===== config.mk =====
export PLATFORM = sky130hd
export DESIGN_NAME = abnc_encoder_counter
export DESIGN_NICKNAME = d
export VERILOG_FILES = /design/src/design/abnc_pkg.sv /design/src/design/abnc_encoder_counter.sv /design/src/design/abnc_abn_filter.sv /design/src/design/abnc_quad_decode.sv
export SDC_FILE = /design/constraint.sdc
export NUM_CORES = 1
export LEC_CHECK = 0
export BUFFER_PORTS_ARGS = -buffer_cell sky130_fd_sc_hd__buf_2
export CELL_PAD_IN_SITES_DETAIL_PLACEMENT = 1
export CELL_PAD_IN_SITES_GLOBAL_PLACEMENT = 1
export CORE_MARGIN = 10
export CORE_UTILIZATION = 48
export DETAILED_ROUTE_END_ITERATION = 10
export GPL_TIMING_DRIVEN = 0
export HOLD_SLACK_MARGIN = 0.02
export PLACE_DENSITY = 0.84
export REMOVE_ABC_BUFFERS = 1
export SLEW_MARGIN = 15
export SYNTH_ARGS = -nofsm -noshare
export SYNTH_HDL_FRONTEND = slang
export SYNTH_SLANG_ARGS = --single-unit

===== constraint.sdc =====
create_clock -name i_mclk -period 6.27 [get_ports i_mclk]
set_input_delay 0.627 -clock i_mclk [delete_from_list [all_inputs] [get_ports i_mclk]]
set_output_delay 0.627 -clock i_mclk [all_outputs]
set_load 0.03 [all_outputs]

===== src/design/abnc_pkg.sv =====
// abnc_pkg: shared constants and types of the abn encoder counter
package abnc_pkg;

	// ----------------------------------------------------------------
	// register bus
	// ----------------------------------------------------------------
	localparam int          ADDR_W   = 8;
	localparam int          DATA_W   = 32;
	localparam logic [7:0]  REG_MODE = 8'h00;
	localparam logic [7:0]  REG_SCAL = 8'h04;
	localparam logic [7:0]  REG_POS  = 8'h08;
	localparam logic [7:0]  REG_SNAP = 8'h0C;
	localparam logic [7:0]  REG_STAT = 8'h10;
	localparam logic [7:0]  REG_MASK = 8'h14;

	// ----------------------------------------------------------------
	// fields and reset values
	// ----------------------------------------------------------------
	localparam int          MODE_W    = 8;
	localparam logic [7:0]  MODE_RST  = 8'h04;
	localparam logic [31:0] SCAL_RST  = 32'h00010000;
	localparam int          STAT_W    = 2;
	localparam int          STAT_CLR  = 0;
	localparam int          STAT_SNAP = 1;
	localparam int          SCAL_IW   = 16;
	localparam int          FRAC_W    = 16;
	localparam logic [16:0] DEC_BASE  = 17'h02710;

	// ----------------------------------------------------------------
	// timing
	// ----------------------------------------------------------------
	localparam int CLK_NS      = 10;
	localparam int FILT_NS     = 3 * CLK_NS;
	localparam int FILT_CYC    = (FILT_NS + CLK_NS - 1) / CLK_NS;

	// mode register layout, bit 0 is pol_a
	typedef struct packed {
		logic ab_inv;
		logic dec_mode;
		logic clear_on_n;
		logic clr_once;
		logic clr_cont;
		logic n_act_hi;
		logic pol_b;
		logic pol_a;
	} abnc_mode_t;

endpackage


===== src/design/abnc_encoder_counter.sv =====
// abnc_encoder_counter: abn incremental encoder position counter with index handling
//
// Chosen here: the plain strobed port and the register addresses.
`timescale 1ns/1ps
module abnc_encoder_counter #(
	parameter int POS_W = 32
) (
	// clock and reset
	input  wire logic                        i_mclk,
	input  wire logic                        i_rst_b,
	// encoder inputs
	input  wire logic                        i_enc_a,
	input  wire logic                        i_enc_b,
	input  wire logic                        i_enc_n,
	// register port
	input  wire logic [abnc_pkg::ADDR_W-1:0] i_addr,
	input  wire logic [abnc_pkg::DATA_W-1:0] i_wdata,
	input  wire logic                        i_wr,
	input  wire logic                        i_rd,
	output logic      [abnc_pkg::DATA_W-1:0] o_rdata,
	// interrupt
	output logic                             o_irq
);

	localparam int FW = abnc_pkg::FRAC_W;

	abnc_pkg::abnc_mode_t             mode_r;
	logic [31:0]                      scale_r;
	logic [POS_W-1:0]                 pos_int_r;
	logic [FW-1:0]                    pos_frac_r;
	logic [POS_W-1:0]                 snap_r;
	logic [abnc_pkg::STAT_W-1:0]      stat_r;
	logic [abnc_pkg::STAT_W-1:0]      mask_r;
	logic [abnc_pkg::STAT_W-1:0]      stat_set;
	logic [2:0]                       clean;
	logic                             a_lvl;
	logic                             b_lvl;
	logic                             n_act;
	logic                             step;
	logic                             up;
	logic                             idx_cond;
	logic                             idx_cond_r;
	logic                             idx_act;
	logic                             wr_mode;
	logic                             wr_pos;
	logic [POS_W-1:0]                 c_int;
	logic [16:0]                      frac_sum;
	logic [16:0]                      frac_dif;
	logic                             carry;
	logic [FW-1:0]                    frac_nxt;
	logic [POS_W-1:0]                 int_nxt;

	// ----------------------------------------------------------------
	// input conditioning
	// ----------------------------------------------------------------
	abnc_abn_filter #(
		.N_CH    (3)
	) u_filt (
		.i_mclk  (i_mclk),
		.i_rst_b (i_rst_b),
		.i_raw   ({i_enc_n, i_enc_b, i_enc_a}),
		.o_clean (clean)
	);

	assign a_lvl = clean[0] ^ mode_r.ab_inv;
	assign b_lvl = clean[1] ^ mode_r.ab_inv;
	assign n_act = mode_r.n_act_hi ? clean[2] : ~clean[2];

	abnc_quad_decode u_dec (
		.i_mclk  (i_mclk),
		.i_rst_b (i_rst_b),
		.i_a     (a_lvl),
		.i_b     (b_lvl),
		.o_step  (step),
		.o_up    (up)
	);

	// ----------------------------------------------------------------
	// index qualification
	// ----------------------------------------------------------------
	// event is the start of n active while a and b sit at the chosen levels
	assign idx_cond = n_act && (a_lvl == mode_r.pol_a) && (b_lvl == mode_r.pol_b);
	assign idx_act  = idx_cond && !idx_cond_r && (mode_r.clr_cont || mode_r.clr_once);

	always_ff @(posedge i_mclk or negedge i_rst_b) begin
		if (!i_rst_b) begin
			idx_cond_r <= 1'b0;
		end else begin
			idx_cond_r <= idx_cond;
		end
	end

	assign wr_mode = i_wr && (i_addr == abnc_pkg::REG_MODE);
	assign wr_pos  = i_wr && (i_addr == abnc_pkg::REG_POS);

	// ----------------------------------------------------------------
	// configuration registers
	// ----------------------------------------------------------------
	always_ff @(posedge i_mclk or negedge i_rst_b) begin
		if (!i_rst_b) begin
			mode_r <= abnc_pkg::MODE_RST;
		end else if (wr_mode) begin
			mode_r <= i_wdata[abnc_pkg::MODE_W-1:0];
		end else if (idx_act && mode_r.clr_once) begin
			mode_r.clr_once <= 1'b0;
		end
	end

	always_ff @(posedge i_mclk or negedge i_rst_b) begin
		if (!i_rst_b) begin
			scale_r <= abnc_pkg::SCAL_RST;
			mask_r  <= '0;
		end else if (i_wr && (i_addr == abnc_pkg::REG_SCAL)) begin
			scale_r <= i_wdata;
		end else if (i_wr && (i_addr == abnc_pkg::REG_MASK)) begin
			mask_r  <= i_wdata[abnc_pkg::STAT_W-1:0];
		end
	end

	// ----------------------------------------------------------------
	// scaling arithmetic
	// ----------------------------------------------------------------
	// signed integer part, sign extended to the accumulator width
	assign c_int    = {{(POS_W-abnc_pkg::SCAL_IW){scale_r[31]}}, scale_r[31:16]};
	assign frac_sum = {1'b0, pos_frac_r} + {1'b0, scale_r[15:0]};
	assign frac_dif = {1'b0, pos_frac_r} - {1'b0, scale_r[15:0]};

	always_comb begin
		carry    = 1'b0;
		frac_nxt = '0;
		if (up) begin
			if (mode_r.dec_mode) begin
				carry    = frac_sum >= abnc_pkg::DEC_BASE;
				frac_nxt = carry ? 16'(frac_sum - abnc_pkg::DEC_BASE) : frac_sum[15:0];
			end else begin
				carry    = frac_sum[16];
				frac_nxt = frac_sum[15:0];
			end
			int_nxt = pos_int_r + c_int + POS_W'(carry);
		end else begin
			carry    = frac_dif[16];
			if (mode_r.dec_mode) begin
				frac_nxt = carry ? 16'(frac_dif + abnc_pkg::DEC_BASE) : frac_dif[15:0];
			end else begin
				frac_nxt = frac_dif[15:0];
			end
			int_nxt = pos_int_r - c_int - POS_W'(carry);
		end
	end

	// ----------------------------------------------------------------
	// position accumulator and snapshot
	// ----------------------------------------------------------------
	// software write beats index clear, which beats a count step
	always_ff @(posedge i_mclk or negedge i_rst_b) begin
		if (!i_rst_b) begin
			pos_int_r  <= '0;
			pos_frac_r <= '0;
		end else if (wr_pos) begin
			pos_int_r  <= i_wdata[POS_W-1:0];
			pos_frac_r <= '0;
		end else if (idx_act && mode_r.clear_on_n) begin
			pos_int_r  <= '0;
			pos_frac_r <= '0;
		end else if (step) begin
			pos_int_r  <= int_nxt;
			pos_frac_r <= frac_nxt;
		end
	end

	always_ff @(posedge i_mclk or negedge i_rst_b) begin
		if (!i_rst_b) begin
			snap_r <= '0;
		end else if (idx_act) begin
			snap_r <= pos_int_r;
		end
	end

	// ----------------------------------------------------------------
	// event status and interrupt
	// ----------------------------------------------------------------
	always_comb begin
		stat_set                      = '0;
		stat_set[abnc_pkg::STAT_CLR]  = idx_act && mode_r.clear_on_n;
		stat_set[abnc_pkg::STAT_SNAP] = idx_act;
	end

	// a new event in the clearing cycle stays set
	always_ff @(posedge i_mclk or negedge i_rst_b) begin
		if (!i_rst_b) begin
			stat_r <= '0;
		end else if (i_wr && (i_addr == abnc_pkg::REG_STAT)) begin
			stat_r <= (stat_r & ~i_wdata[abnc_pkg::STAT_W-1:0]) | stat_set;
		end else begin
			stat_r <= stat_r | stat_set;
		end
	end

	always_ff @(posedge i_mclk or negedge i_rst_b) begin
		if (!i_rst_b) begin
			o_irq <= 1'b0;
		end else begin
			o_irq <= |(stat_r & mask_r);
		end
	end

	// ----------------------------------------------------------------
	// read port
	// ----------------------------------------------------------------
	always_ff @(posedge i_mclk or negedge i_rst_b) begin
		if (!i_rst_b) begin
			o_rdata <= '0;
		end else if (i_rd) begin
			case (i_addr)
				abnc_pkg::REG_MODE: o_rdata <= 32'(mode_r);
				abnc_pkg::REG_SCAL: o_rdata <= scale_r;
				abnc_pkg::REG_POS:  o_rdata <= 32'(pos_int_r);
				abnc_pkg::REG_SNAP: o_rdata <= 32'(snap_r);
				abnc_pkg::REG_STAT: o_rdata <= 32'(stat_r);
				abnc_pkg::REG_MASK: o_rdata <= 32'(mask_r);
				default:            o_rdata <= '0;
			endcase
		end else begin
			o_rdata <= '0;
		end
	end
endmodule


===== src/design/abnc_abn_filter.sv =====
// abnc_abn_filter: spike filter for the a, b and n encoder inputs
`timescale 1ns/1ps
module abnc_abn_filter #(
	parameter int N_CH = 3
) (
	// clock and reset
	input  wire logic            i_mclk,
	input  wire logic            i_rst_b,
	// channels
	input  wire logic [N_CH-1:0] i_raw,
	output logic      [N_CH-1:0] o_clean
);

	// ----------------------------------------------------------------
	// one stability counter per channel
	// ----------------------------------------------------------------
	genvar g;
	generate
		for (g = 0; g < N_CH; g++) begin : g_ch
			logic [1:0] cnt_r;

			always_ff @(posedge i_mclk or negedge i_rst_b) begin
				if (!i_rst_b) begin
					cnt_r      <= 2'h0;
					o_clean[g] <= 1'b0;
				end else if (i_raw[g] == o_clean[g]) begin
					cnt_r <= 2'h0;
				end else if (cnt_r == 2'(abnc_pkg::FILT_CYC - 1)) begin
					cnt_r      <= 2'h0;
					o_clean[g] <= i_raw[g];
				end else begin
					cnt_r <= cnt_r + 2'h1;
				end
			end

		end
	endgenerate
endmodule


===== src/design/abnc_quad_decode.sv =====
// abnc_quad_decode: quadrature phase decoder giving a step pulse and direction
`timescale 1ns/1ps
module abnc_quad_decode (
	// clock and reset
	input  wire logic i_mclk,
	input  wire logic i_rst_b,
	// filtered channels
	input  wire logic i_a,
	input  wire logic i_b,
	// count request
	output logic      o_step,
	output logic      o_up
);

	logic a_r;
	logic b_r;

	// ----------------------------------------------------------------
	// edge detection; a change of both channels at once is dropped
	// ----------------------------------------------------------------
	always_ff @(posedge i_mclk or negedge i_rst_b) begin
		if (!i_rst_b) begin
			a_r    <= 1'b0;
			b_r    <= 1'b0;
			o_step <= 1'b0;
			o_up   <= 1'b0;
		end else begin
			a_r    <= i_a;
			b_r    <= i_b;
			o_step <= (i_a ^ a_r) ^ (i_b ^ b_r);
			o_up   <= i_a ^ b_r;
		end
	end
endmodule


# Yosys cells after proc, flatten, opt, wreduce, memory -nomap -nowiden
# Index checks and enable logic that the tools add are counted.
# totals
ff_bits	171
inputBits	47
output_inout_bits	33
wordCells	115
# classes
add_sub_neg	11
n_lt_le_gt_ge	1
n_eq_ne	13
muxes	26
bitwise_logic	16
reduce_logical	21
# ops
operator	n
$pmux 32 s6	1
$mux 32	5
$mux 16	8
$add 32x1->32	1
$add 32x32->32	1
$sub 32x1->32	1
$sub 32x32->32	1
$add 16x16->17	1
$ge 17x14->1 const B	1
$sub 16x16->17	1
$add 16x14->16 const B	1
$eq 8x4->1 const B	2
$eq 8x5->1 const B	2
$sub 16x14->16 const B	1
$mux 2	7
$logic_and 1x1->1	11
$eq 8x3->1 const B	1
$logic_not 8->1	1
$reduce_and 2->1	4
$add 2x1->2 const B	3
$eq 2x2->1 const B	3
$xor 1x1->1	6
$eq 1x1->1	5
$mux 1	5
9 further kinds	15

# Depth between registers and ports, before layout
# logic_depth
depth_word	9
mapped_depth	26
depth_no_buf	26

# By module
# Synthesis repeated with hierarchy kept, for this count alone.
# unflattened
cells_unflattened	1534
area_unflattened_um2	13503.0
# modules_own_cells
mod	n_inst	cells_per_inst	area_each_um2	seq_area_each_um2
abnc_encoder_counter	1	1503	12993.7	3956.3
abnc_abn_filter	1	24	375.4	225.2
abnc_quad_decode	1	7	133.9	100.1

# Worst setup path before layout
# OpenSTA, ideal clock, no wires.
# synth_timing
path_kind	flip-flop to flip-flop
startpoint	register scale_r[0]
endpoint	register pos_int_r[30]
setup_ps	131
arrival_ps	5548
t_required_ps	6139
setup_slack_ps	591
path_stages_with_launch	25
n_path_buf	0
synth_period_minus_slack_ps	5679
path_cell_list	dfrtp_1 ha_1 inv_1 fa_1 o21ba_2 a2111oi_4 nor3b_1 xnor2_1 and3_1 a211oi_2 o21ai_2 nand3_1 mux2i_1 fa_1 fa_1 o21bai_1 a221oi_1 o21bai_1 o41ai_2 o21ai_0 o211ai_1 o311a_1 nor2_1 a2111oi_0 or3_1
# synth_via
elab_chain_cells	9
elab_cells_between_ends	11
cone_classes	add/sub: 4; order compare: 1; mux: 6
# synth_rtl
item	line_no	rtl
start, declared	abnc_encoder_counter.sv:28	logic [31:0] scale_r;
start signal, assigned	abnc_encoder_counter.sv:111	scale_r <= abnc_pkg::SCAL_RST;
start signal, assigned	abnc_encoder_counter.sv:114	scale_r <= i_wdata;
$add 16x16->17	abnc_encoder_counter.sv:125	assign frac_sum = {1'b0, pos_frac_r} + {1'b0, scale_r[15:0]};
$ge 17x14->1	abnc_encoder_counter.sv:133	carry = frac_sum >= abnc_pkg::DEC_BASE;
$mux 1	abnc_encoder_counter.sv:132	if (mode_r.dec_mode) begin
$mux 1	abnc_encoder_counter.sv:131	if (up) begin
$add 32x1->32	abnc_encoder_counter.sv:139	int_nxt = pos_int_r + c_int + POS_W'(carry);
$mux 32 (*)	abnc_encoder_counter.sv:131	
$mux 32 (*)	abnc_encoder_counter.sv:165	end else if (step) begin
$mux 32 (*)	abnc_encoder_counter.sv:162	end else if (idx_act && mode_r.clear_on_n) begin
$mux 32 (*)	abnc_encoder_counter.sv:159	end else if (wr_pos) begin
end signal, assigned	abnc_encoder_counter.sv:160	pos_int_r <= i_wdata[POS_W-1:0];
end signal, assigned	abnc_encoder_counter.sv:166	pos_int_r <= int_nxt;
end, declared	abnc_encoder_counter.sv:29	logic [POS_W-1:0] pos_int_r;
# Mark *: on every way between the ends. The rest lies on a longest branch, timed or not. The select of a mux whose other input is x is not followed.
# A chain may end at the register's enable or synchronous reset.

# Worst setup path after layout
# layout_timing
startpoint	register scale_r[0]
endpoint	register pos_int_r[24]
# The elaborated chain is that of the path after synthesis.

==> flow_summary.ini <==
[layout]
drive_gt1_share_pct = 21.44
layout.nets = 1764
n_fill_cell = 3179
final_common_cell = dfrtp_1
final_core_util_pct = 56.51
antenna_cells = 0
layout_common_cells = dfrtp_1 (166), inv_1 (135), nor2_1 (126)
synthToLayoutAreaGrowth_pct = 16.19

[global_route]
grt-ovfl-total = 0
grt_pass1_wl_mm = 71.95
grt_use_total_pct = 25.34
antenna_found_initial = 0
grt_max_degree = 103
grt_pass1_vias = 12912

[place]
gp_congestion = 0.9094
io_buffers = 79
post-dp-hpwl_mm = 32.99

[logic_synthesis]
synth_area_leaders = dfrtp_1 (31%), ha_1 (12%), mux2_2 (7.8%)
yosys.area.top_type = dfrtp_1
synth_warnings = 0
synth_area_um2 = 13480
synth-edff-count = 0
ys_seq_area_share_pct = 31.77
synthFlopType = dfrtp_1
syn_inst = 1496
synth_top_area_share_pct = 31.38
async_reset_ff_share_pct = 100.0
ys_ff_latch = 171
synth_cell_types = 72
postSynthAreaPerCell_um2 = 9.008

[power]
power.density_nw_per_um2 = 492.2
leakagePower_nw = 7.162
vdd_drop_max_v = 0.0002342
power.total_mw = 7.707

[timing]
timing.fmax_mhz = 159.4
grt_setup_unrepaired = yes
fin_crit_sh_pct = 100.0
fin_ws_ns = -0.003105
hold_viol_final = 0
setup_viol = 1
clock_skew_ns = 0.01511
timing_max_transition_violations_final = 0
period_minus_slack_ns = 6.273
worst_slew_pin_slew_ns = 1.171
slew_headroom_pct = 21.91

[flow_run]
cap_violations = 0

[routing]
drt_iter0_drc = 992
drcViolationCount = 0
vias = 12257
routed_wl_mm = 47.00
dr.pass1.iters = 5
route.antenna.remaining_nets = 0
wire_per_inst_um = 23.76
via_per_inst = 6.197

[setup_path]
required_ns = 6.61
crit_path_end_kind = flip-flop
start_kind = flip-flop
path_class = reg -> reg
crit_arrival_ns = 6.61
cp_max_fo = 4
r2r_cells = 26

[run_status]
outcome = complete, but fails checks
violations = negative setup slack

[floorplanning]
chipWidth_um = 187.6
pin_count = 80
coreArea_um2 = 27710
rows = 61
die_y_um = 187.6
die-area_um2 = 35180
start_util_pct = 48.64

[clock_network]
cts_tree = yes
clk_latency_ns = 0.46
clkSinkCount = 171
h-tree-depth = 4
root_buffer = clkbuf_16
path_clk_slew_ns = 0.07
cts_made_buffers = 17
cts.path.max_buffers = 2

[hold_path]
min_path_type = in -> async
path summary, 6_finish.rpt:
check,from,end,slack (ns)
max reg2reg,scale_r[0],pos_int_r[24],-0.003
max in group asynchronous,i_rst_b,scale_r[31],5.20
min,i_rst_b,mask_r[1],0.11
max,scale_r[0],pos_int_r[24],-0.003
min in group i_mclk,i_wdata[22],pos_int_r[22],0.38
min reg2reg,u_filt.g_ch[1].cnt_r[0],u_filt.g_ch[1].cnt_r[0],0.45
layout make-up:
cell class                      count  area [um2]  share of cell area [%]
Sequential cell                   171        4285                   27.37
Clock inverter                     13       125.1                  0.7991
Multi-Input combinational cell   1132        8925                   57.00
Inverter                          137       514.2                   3.284
Timing Repair Buffer              128       892.1                   5.698
Clock buffer                       19       442.9                   2.829
Tap cell                          378       473.0                   3.021
report_power, final:
group          internal [mW]  switching, mW  leakage [nW]  total [mW]
registers               1.41          0.375          2.21        1.79
logic                   2.00           2.85          4.68        4.85
clock network          0.537          0.530         0.271        1.07
total                   3.95           3.76          7.16        7.71
logic make-up after synthesis:
family          after synthesis  share of synthesized area, %
xor+xnor                    106                         6.890
fa+ha+maj                   130                         12.40
simple gates                374                         13.05
buf+inv                     193                         5.413
mux                         117                         10.11
compound gates              405                         20.35
flops                       171                         31.77
critical path: stages (launching register included):
cell and delay [ns]:
dfrtp_1 0.37, ha_2 0.19, inv_1 0.06, fa_2 0.40
o21ba_4 0.25, a2111oi_4 0.28, buf_4 0.20, nor3b_1 0.08
xnor2_2 0.31, and3_4 0.27, a211oi_2 0.09, o21ai_2 0.21
nand3_4 0.12, mux2i_4 0.27, fa_2 0.29, fa_2 0.25
o21bai_4 0.07, a221oi_2 0.33, o21bai_2 0.16, o41ai_4 0.46
o31ai_1 0.22, a21oi_2 0.23, o221ai_1 0.19, a221oi_2 0.30
xnor2_1 0.15, o22ai_1 0.10, a221o_1 0.28
synthesized netlist by cell type (5+ instances only):
library cell	instances
xnor2_1	78
a22oi_1	43
or3_1	11
nor3b_1	10
and3_1	8
xor2_1	28
o22ai_1	5
nand4_1	6
o21bai_1	14
nor2b_1	28
mux2_2	93
nand2_1	93
nor2_1	129
o211ai_1	15
dfrtp_1	169
o21ai_0	87
nor4_1	8
clkbuf_1	44
a211oi_1	7
buf_1	8
o31ai_1	10
nand2b_1	19
nor3_1	22
o311ai_0	8
a21oi_1	100
nand3_1	23
a2111oi_0	8
mux2i_1	18
o21a_1	7
o221ai_1	7
ha_1	124
fa_1	6
a221oi_1	10
a21o_1	22
a31oi_1	12
inv_1	136
mux4_2	6
a221o_1	6
sequential cells by signal, summed over array words and instances, names as in the netlist:
name               flops
u_dec.a_r              1
stat_r                 2
u_dec.b_r              1
pos_int_r             32
mode_r                 8
u_dec.o_up             1
u_filt.g_ch.cnt_r      6
scale_r               32
mask_r                 2
pos_frac_r            16
u_dec.o_step           1
o_irq                  1
idx_cond_r             1
u_filt.o_clean         3
o_rdata               32
snap_r                32
per-stage QoR:
step                cells  hold slack [ns]  setup TNS [ns]  setup WS (ns)  instance area, um2
floorplan            1440           0.3314               0         0.5947               13260
global placement     1897           0.4333         -132.59         -3.671               14130
detailed placement   1910           0.4453          -11.40         -1.362               14390
CTS                  1958           0.1418               0       0.004689               15320
global route         1978           0.1643         -0.8848        -0.2594               15660
finish               1978           0.1116       -0.003105      -0.003105               15660
layer usage:
metal | track usage, % | part of all wire, % | routed length [um]
met5 | 0 | 0 | 0
met4 | 8.277 | 3.2 | 1485
met3 | 4.156 | 5.8 | 2730
met2 | 42.42 | 48 | 22680
met1 | 32.61 | 43 | 20100
repair_timing:
action	4_1_cts	5_1_grt
pin swaps	20	27
setup endpoints to repair	21	10
buffers inserted	16	22
hold buffers	0	0
resized for setup	50	38
Power figures use the tool's default switching activity.
